[config.mk]
export PLATFORM = sky130hd
export DESIGN_NAME = wdsup_top
export DESIGN_NICKNAME = d
export VERILOG_FILES = /design/src/rtl/wdsup_pkg.sv /design/src/rtl/wdsup_top.sv /design/src/rtl/wdsup_edge.sv
export SDC_FILE = /design/constraint.sdc
export NUM_CORES = 1
export LEC_CHECK = 0
export BUFFER_PORTS_ARGS = -buffer_cell sky130_fd_sc_hd__buf_2
export CORE_ASPECT_RATIO = 1.1
export CORE_MARGIN = 2
export CORE_UTILIZATION = 55
export DETAILED_ROUTE_END_ITERATION = 6
export PLACE_DENSITY = 0.72
export SLEW_MARGIN = 20
export SYNTH_ARGS = -nofsm -noshare
export SYNTH_HDL_FRONTEND = slang
export SYNTH_HIERARCHICAL = 1
export SYNTH_SLANG_ARGS = --single-unit
export TNS_END_PERCENT = 20
[constraint.sdc]
create_clock -name i_core_clk -period 2.2 [get_ports i_core_clk]
set_input_delay 0.44 -clock i_core_clk [delete_from_list [all_inputs] [get_ports i_core_clk]]
set_output_delay 0.44 -clock i_core_clk [all_outputs]
set_load 0.005 [all_outputs]
[src/rtl/wdsup_pkg.sv]
// Package with timing constants for the watchdog supervisor
package wdsup_pkg;
    // Core clock rate in Hz
    localparam longint WDSUP_CLK_HZ = 40000000;
    // Kick timeout in milliseconds
    localparam longint WDSUP_TIMEOUT_MS = 1600;
    // Longest time, so the cycle count rounds down
    localparam longint WDSUP_TIMEOUT_CYC =
        (WDSUP_CLK_HZ * WDSUP_TIMEOUT_MS) / 1000;
    localparam int WDSUP_CNT_W = 27;
    localparam logic WDSUP_FAULT_IDLE = 1'h1;
    localparam logic WDSUP_FAULT_LOW = 1'h0;

    typedef enum logic [1:0] {
        WDSUP_OFF,
        WDSUP_RUN,
        WDSUP_TRIP
    } wdsup_state_t;
endpackage : wdsup_pkg

[src/rtl/wdsup_top.sv]
// Watchdog supervisor: kick timeout driving an active-low fault output
// How it works
// - Any level change on the kick input counts as a valid service event.
// - With no kick for the whole timeout, the fault output is driven low.
// - Once low, the fault output stays low until the next kick transition.
// - The watchdog only runs while the enable strap is asserted.
module wdsup_top
    import wdsup_pkg::*;
#(
    parameter longint TIMEOUT_CYC = WDSUP_TIMEOUT_CYC
) (
    input wire logic i_core_clk,
    input wire logic i_rst_b,
    input wire logic i_watchdog_kick_input,
    input wire logic i_watchdog_enable_strap,
    output logic o_watchdog_fault_output,
    output logic o_watchdog_running
);
    localparam logic [WDSUP_CNT_W-1:0] LAST_CNT =
        WDSUP_CNT_W'(TIMEOUT_CYC - 1);

    wdsup_state_t state;
    wdsup_state_t next_state;
    logic [WDSUP_CNT_W-1:0] count;
    logic kick;
    logic expire;

    // Last count of a period; the counter parks here rather than wrap
    function automatic logic wdsup_at_limit(
        input logic [WDSUP_CNT_W-1:0] value
    );
        logic hit;
        hit = 1'h0;
        if (value == LAST_CNT) begin
            hit = 1'h1;
        end
        return hit;
    endfunction : wdsup_at_limit

    // One step of the period counter, saturating at the last count
    function automatic logic [WDSUP_CNT_W-1:0] wdsup_count_step(
        input logic [WDSUP_CNT_W-1:0] value
    );
        logic [WDSUP_CNT_W-1:0] result;
        result = value;
        if (!wdsup_at_limit(value)) begin
            result = value + 1'b1;
        end
        return result;
    endfunction : wdsup_count_step

    // Landing state after a kick or a strap change
    function automatic wdsup_state_t wdsup_resume(
        input logic strap
    );
        wdsup_state_t landing;
        case (strap)
            1'h1: begin
                landing = WDSUP_RUN;
            end
            default: begin
                landing = WDSUP_OFF;
            end
        endcase
        return landing;
    endfunction : wdsup_resume

    // Leaving RUN: strap removal first, then expiry
    function automatic wdsup_state_t wdsup_from_run(
        input logic strap,
        input logic due
    );
        wdsup_state_t landing;
        landing = WDSUP_RUN;
        // Strap removal outranks expiry, so a disabled timer never trips
        if (!strap) begin
            landing = WDSUP_OFF;
        end else if (due) begin
            landing = WDSUP_TRIP;
        end
        return landing;
    endfunction : wdsup_from_run

    // Leaving TRIP: only a kick releases, whatever the strap does
    function automatic wdsup_state_t wdsup_from_trip(
        input logic strap,
        input logic toggled
    );
        wdsup_state_t landing;
        landing = WDSUP_TRIP;
        // Strap removal does not clear a trip; only a kick does
        if (toggled) begin
            landing = wdsup_resume(strap);
        end
        return landing;
    endfunction : wdsup_from_trip

    // A period restarts on a kick and whenever the timer is not in RUN,
    // the entry cycle included, so every period is counted from zero
    function automatic logic wdsup_count_clear(
        input wdsup_state_t now,
        input wdsup_state_t upcoming,
        input logic toggled
    );
        logic clear;
        clear = 1'h0;
        if (toggled) begin
            clear = 1'h1;
        end else if (now != WDSUP_RUN) begin
            clear = 1'h1;
        end else if (upcoming != WDSUP_RUN) begin
            clear = 1'h1;
        end
        return clear;
    endfunction : wdsup_count_clear

    // Fault pin level for a state; only a trip pulls it low
    function automatic logic wdsup_fault_level(
        input wdsup_state_t st
    );
        logic level;
        level = WDSUP_FAULT_IDLE;
        case (st)
            WDSUP_TRIP: begin
                level = WDSUP_FAULT_LOW;
            end
            default: begin
                level = WDSUP_FAULT_IDLE;
            end
        endcase
        return level;
    endfunction : wdsup_fault_level

    // Status level for a state; high only while a period is being timed
    // It is a status only and plays no part in the trip decision
    function automatic logic wdsup_running_level(
        input wdsup_state_t st
    );
        logic level;
        level = 1'h0;
        case (st)
            WDSUP_RUN: begin
                level = 1'h1;
            end
            default: begin
                level = 1'h0;
            end
        endcase
        return level;
    endfunction : wdsup_running_level

    // Kick detector arms on its first sample after reset
    wdsup_edge u_edge (
        .i_core_clk(i_core_clk),
        .i_rst_b(i_rst_b),
        .i_level(i_watchdog_kick_input),
        .o_toggle(kick)
    );

    // Host keeps kick spacing under the timeout; we only measure it
    // A kick in the expiry cycle wins, so a late but present kick never trips
    always_comb begin
        expire = wdsup_at_limit(count) && !kick;
    end

    always_comb begin
        next_state = state;
        case (state)
            WDSUP_OFF: begin
                next_state = wdsup_resume(i_watchdog_enable_strap);
            end
            WDSUP_RUN: begin
                next_state = wdsup_from_run(i_watchdog_enable_strap, expire);
            end
            WDSUP_TRIP: begin
                next_state = wdsup_from_trip(i_watchdog_enable_strap, kick);
            end
            default: begin
                next_state = WDSUP_OFF;
            end
        endcase
    end

    // State advances on every edge; reset parks it in OFF
    always_ff @(posedge i_core_clk or negedge i_rst_b) begin
        if (!i_rst_b) begin
            state <= WDSUP_OFF;
        end else begin
            state <= next_state;
        end
    end

    always_ff @(posedge i_core_clk or negedge i_rst_b) begin
        if (!i_rst_b) begin
            count <= '0;
        end else if (wdsup_count_clear(state, next_state, kick)) begin
            count <= '0;
        end else begin
            count <= wdsup_count_step(count);
        end
    end

    // Registered from next_state so a releasing kick shows at its own edge
    always_ff @(posedge i_core_clk or negedge i_rst_b) begin
        if (!i_rst_b) begin
            o_watchdog_fault_output <= WDSUP_FAULT_IDLE;
        end else begin
            o_watchdog_fault_output <=
                wdsup_fault_level(next_state);
        end
    end

    // Status follows the upcoming state, like the fault pin
    always_ff @(posedge i_core_clk or negedge i_rst_b) begin
        if (!i_rst_b) begin
            o_watchdog_running <= 1'h0;
        end else begin
            o_watchdog_running <= wdsup_running_level(next_state);
        end
    end
endmodule : wdsup_top

[src/rtl/wdsup_edge.sv]
// Kick transition detector
module wdsup_edge
    import wdsup_pkg::*;
(
    input wire logic i_core_clk,
    input wire logic i_rst_b,
    input wire logic i_level,
    output logic o_toggle
);
    logic armed;
    logic last;

    // First sample after reset only arms, so a high idle line is no kick
    always_ff @(posedge i_core_clk or negedge i_rst_b) begin
        if (!i_rst_b) begin
            last <= 1'h0;
            armed <= 1'h0;
        end else begin
            last <= i_level;
            armed <= 1'h1;
        end
    end

    // Either direction of the level counts as a kick
    always_comb begin
        o_toggle = armed && (i_level != last);
    end
endmodule : wdsup_edge

* Word level (Yosys, flattened, before mapping) *
Index checks and enable logic that the tools add are counted.

storage, ports and cells
  register bits after elaboration = 33
  output and inout port bits = 2
  input port bits = 4
  word-level logic and storage cells = 34

operators by class
  equality and inequality tests = 9
  reduce and logical (&&, ||, !) cells = 4
  add/sub/neg operators = 1
  mux-type cells = 14

operators with widths
  kind                     number
  $mux W27                 2
  $add A27 B1 Y27 const B  1
  $eq A27 B26 Y1 const B   1
  $mux W1                  8
  $mux W2                  3
  $pmux W2 S3              1
  $eq A2 B1 Y1 const B     2
  $eq A2 B2 Y1 const B     2
  $ne A2 B1 Y1 const B     2
  $logic_and A1 B1 Y1      2
  $logic_not A2 Y1         1
  $ne A2 B2 Y1 const B     1
  $logic_not A1 Y1         1
  $ne A1 B1 Y1             1

* Depth between registers and ports, before layout *
  word-level depth = 14
  depth in mapped cells = 8

* Cells and area by module *
The synthesis kept the hierarchy.

modules (own cells, without submodules)
  module      sequential area each (um^2)  cells an instance  area each (um^2)  times used
  wdsup_top   777.0                        164                1,657.8           1
  wdsup_edge  50.0                         5                  68.8              1

* Worst setup path after synthesis *
Ideal clock, no wire load.

  path kind = input-to-reg
  start point = in i_watchdog_kick_input
  end point = reg count[13]
  path slack = 0.416 ns
  buffers on the path = 3
  arrival = 1.712 ns
  cell stages on the path = 8
  setup time = 0.071 ns
  path through = xor2_1 > and2_1 > or2_2 > buf_2 > a21o_1 > buf_6 > buf_2 > nor2_1

on the way
  word-level cells in the longest chain between the ends = 12

RTL lines
  item                                                       RTL line          text
  start: declaration                                         wdsup_top.sv:14   input wire logic i_watchdog_kick_input,
  $ne A1 B1 Y1 (*)                                           wdsup_edge.sv:26  o_toggle = armed && (i_level != last);
  $logic_and A1 B1 Y1 (*)                                    wdsup_edge.sv:26
  via kick                                                   wdsup_top.sv:25   logic kick;
  $logic_not A1 Y1                                           wdsup_top.sv:163  expire = wdsup_at_limit(count) && !kick;
  $logic_and A1 B1 Y1                                        wdsup_top.sv:163
  $mux W2                                                    wdsup_top.sv:78   end else if (due) begin
  $mux W2                                                    wdsup_top.sv:76   if (!strap) begin
  $pmux W2 S3                                                wdsup_top.sv:168  case (state)
  $ne A2 B1 Y1                                               wdsup_top.sv:111  end else if (upcoming != WDSUP_RUN) begin
  $mux W1                                                    wdsup_top.sv:111
  $mux W1                                                    wdsup_top.sv:109  end else if (now != WDSUP_RUN) begin
  $mux W1 (*)                                                wdsup_top.sv:107  if (toggled) begin
  $ne A2 B2 Y1 (no source line) or $mux W27 (tied branches)  n/a
  end signal: assignment                                     wdsup_top.sv:199  count <= wdsup_count_step(count);
  end: declaration                                           wdsup_top.sv:24   logic [WDSUP_CNT_W-1:0] count;

The timed path passes the listed nets; every way through them passes the cells marked *.
A chain may end at the register's enable or synchronous reset.

* Final worst setup path *
  start point = reg count[0]
  end point = reg count[18]

on the way
  word-level cells in the longest chain between the ends = 11

RTL lines
  item                                                       RTL line          text
  $eq A27 B26 Y1                                             wdsup_top.sv:34   if (value == LAST_CNT) begin
  $mux W1                                                    wdsup_top.sv:34
  $logic_and A1 B1 Y1                                        wdsup_top.sv:163
  $mux W2                                                    wdsup_top.sv:78
  $mux W2                                                    wdsup_top.sv:76
  $pmux W2 S3                                                wdsup_top.sv:168
  $ne A2 B1 Y1                                               wdsup_top.sv:111
  $mux W1                                                    wdsup_top.sv:111
  $mux W1                                                    wdsup_top.sv:109
  $mux W1                                                    wdsup_top.sv:107
  $ne A2 B2 Y1 (no source line) or $mux W27 (tied branches)  n/a

Parallel ways exist; a longest one is shown, timed or not. The select of a mux whose other input is x is not followed.

==> metrics.md <==
| Metric | Value |
|---|---|
| Overall Power | `1.13 mW` |
| Top post-synthesis cells by area | `dfrtp_1 46%, xor2_1 4.6%, a21oi_1 3.8%` |
| Crit share post-route | `87.2%` |
| Reg-to-reg slack, setup | `280 ps` |
| WL/cell | `around 16 um` |
| Row count | `21` |
| FILL cells | `about 250` |
| Fraction of registers with async set/reset | `100%` |
| R2R Path End | `count[18]$_DFFE_PN0P_` |
| Met1 GRT Util | `29.9%` |
| Total number of vias | `1331` |
| Pwr Density | `621 nW/um2` |
| Share of post-route cells with drive strength above 1 | `15.3%` |
| Clock Pin Slew Worst Setup and Hold Paths | `110 ps` |
| Worst reg2reg path startpoint | `count[0]$_DFFE_PN0P_` |
| Worst slew margin | `50.9%` |
| Fmax | `0.521 GHz` |
| Residual DRC | `0` |
| Die Area | `between 3000 and 4000 um2` |
| Synth warn | `6` |
| Vias in the first global route | `1357` |
| Clock latency on the worst-skew pair | `about 340 ps` |
| RSZ-0062 raised after global routing | `false` |
| Die height | `62.8 um` |
| Top cell type's share of synthesized area | `46.4%` |
| Post-synth top area cell | `dfrtp_1` |
| Fin. max-slew vios | `0` |
| VDD IR-drop max | `0.000474 V` |
| Starting Density | `57.1%` |
| CP peak stage delay | `between 500 and 600 ps` |
| Number of placed I/O pins | `6` |
| Post-DRT Antenna Nets | `0` |
| Number of distinct library cells after synthesis | `44` |
| Number of synthesized flops with an enable pin | `0` |
| Fin crit period | `1920 ps` |
| Starting DRT DRC Count | `75` |
| Worst-margin pin slew | `737 ps` |
| Worst Setup Path Type | `flop to flop` |
| Worst Skew | `7.86 ps` |
| GR Util met3 | `6.00%` |
| Top post-synthesis cells by count | `32 x dfrtp_1, 13 x a21oi_1, 13 x nor2_1` |
| Critical path peak fanout | `15` |
| Hold Crit Class | `input port to async pin` |
| Nets | `180` |
| Final Hold Viols | `0` |
| Status | `finished clean` |
| Synth Instances | `169` |
| Crit path DAT | `approximately 2200 ps` |
| Startpoint Class | `flop` |
| Total GRT Usage | `22.2%` |
| Setup violators final | `0` |
| Lkg Pwr | `0.703 nW` |
| Routability cong. | `slightly above 0.8` |
| Ant diodes | `0` |
| Syn Std Cell Area | `1730 um2` |
| Vias per std cell | `6.34` |
| CP endpoint kind | `flop` |
| M2 GR Usage | `32.2%` |
| Clock Sinks | `33` |
| CTS Buffer Depth | `2` |
| Post-CTS setup buffers | `0` |
| Worst Path Required | `around 2500 ps` |
| Grt ovf | `0` |
| Root buf cell | `clkbuf_4` |
| Core Footprint | `roughly 3000 um2` |
| Final TNS setup | `0 ps` |
| Critical-path cell list | `ha_1, and3_1, nand3_4, or4_1, a21oi_1` |
| Top_reg_cell synth | `dfrtp_1` |
| Sequential area share after synthesis | `47.9%` |
| Initial antenna violation count | `0` |
| CP max stage cell | `or4_1` |
| Die X | `57.4 um` |
| Post-Synthesis Net Count | `roughly 170` |
| Max cap viols | `0` |
| IO buf count | `5` |
| First-pass DRT Iterations | `4` |
| Routed WL | `3430 um` |
| Most used routing layer | `met2` |
| DP HPWL | `2360 um` |
| Most frequent cell after synthesis | `dfrtp_1` |
| Post-synthesis register bit count | `33` |
| Largest net degree at the start of global routing | `34` |
| R2R depth | `5` |
| Avg Cell Area, Syn | `10.2 um2` |
| CTS buffer count | `5` |
| CTS tree | `built` |
| # H-tree levels | `2` |
| Layout area overhead | `5.51%` |
| Global-route wire length before repair | `6150 um` |
-- cell usage in the layout (no fill, tap or decap), types with 2 or more instances in the layout --
cell type,n
or3_2,2
nand3_1,8
nor3_1,2
a31oi_1,2
and4_1,6
o211a_1,2
nand2_1,11
dfrtp_1,32
o21ai_0,8
clkbuf_4,5
nand4_1,10
nor2_1,13
or3_1,6
nor4b_1,2
or4_1,4
inv_1,2
a21oi_1,13
o31ai_1,3
xor2_1,9
buf_2,5
xnor2_1,3
nor4_1,2
-- timing repair --
item / CTS / global route
endpoints found under the setup margin: 0 / 3
resized for setup: 0 / 1
hold buffers: 0 / 0
-- through the flow --
stage	hold slack (ps)	setup WS, ps	cells	area (um2)	util, %
global route	194	142	210	1820	60.3
finish	149	282	210	1820	60.3
floorplan	144	416	169	1730	-
detailed placement	482	213	202	1740	57.4
CTS	158	208	210	1820	60.2
global placement	467	253	202	1740	57.4
-- layout make-up --
cell class | count | area [um2] | share of cell area [%]
clock inverters | 1 | 30.0 | 1.65
inverters | 2 | 7.51 | 0.412
clock buffers | 7 | 55.1 | 3.02
multi-input cells | 127 | 827 | 45.4
repair buffers | 6 | 32.5 | 1.79
flip-flops and latches | 33 | 827 | 45.4
well taps | 34 | 42.5 | 2.34
-- layer usage --
layer  up-vias  wire [um]
met5         -          0
met4         0         92
met3        12        109
met2        24       1600
met1       654       1630
li1        641          -
-- cells by family after synthesis --
kind of cell	after synthesis	share of synthesized area (%)
buf+inv	9	4.28
fa+ha+maj	1	0.725
compound gates	33	11.7
xor+xnor	12	6.09
other cells	1	0.217
flops	33	47.9
simple gates	80	29.1
-- where the power goes --
| group | switching [mW] | internal [mW] | leakage, nW |
|---|---|---|---|
| sequential | 0.00309 | 0.612 | 0.448 |
| combinational | 0.0259 | 0.00919 | 0.210 |
| clock | 0.210 | 0.271 | 0.0455 |
-- state kept, by name (all words and copies together), names as in the netlist --
| signal | count |
|---|---|
| u_edge/last | 1 |
| o_watchdog_running | 1 |
| state | 2 |
| u_edge/armed | 1 |
| o_watchdog_fault_output | 1 |
| count | 27 |
-- worst max-delay path: cells and delay by family, from the launching register on --
kind                       cells  cell delay [ps]
and+or+nand+nor                3             1070
DFF                            1              400
adders and majority gates      1              220
AOI/OAI and AO/OA              1              160
-- how the worst max path moves through the flow --
stage | to | slack (ps) | cells after the start | startpoint
2_1_floorplan | count[13]$_DFFE_PN0P_ | 420 | 8 | i_watchdog_kick_input
3_3_place_gp | count[19]$_DFFE_PN0P_ | 250 | 6 | i_watchdog_kick_input
3_5_place_dp | count[24]$_DFFE_PN0P_ | 210 | 6 | i_watchdog_kick_input
4_1_cts | count[7]$_DFFE_PN0P_ | 210 | 4 | count[12]$_DFFE_PN0P_
5_1_grt | count[18]$_DFFE_PN0P_ | 140 | 5 | count[0]$_DFFE_PN0P_
6_report | count[18]$_DFFE_PN0P_ | 280 | 5 | count[0]$_DFFE_PN0P_
(Power assumes the default switching activity.)
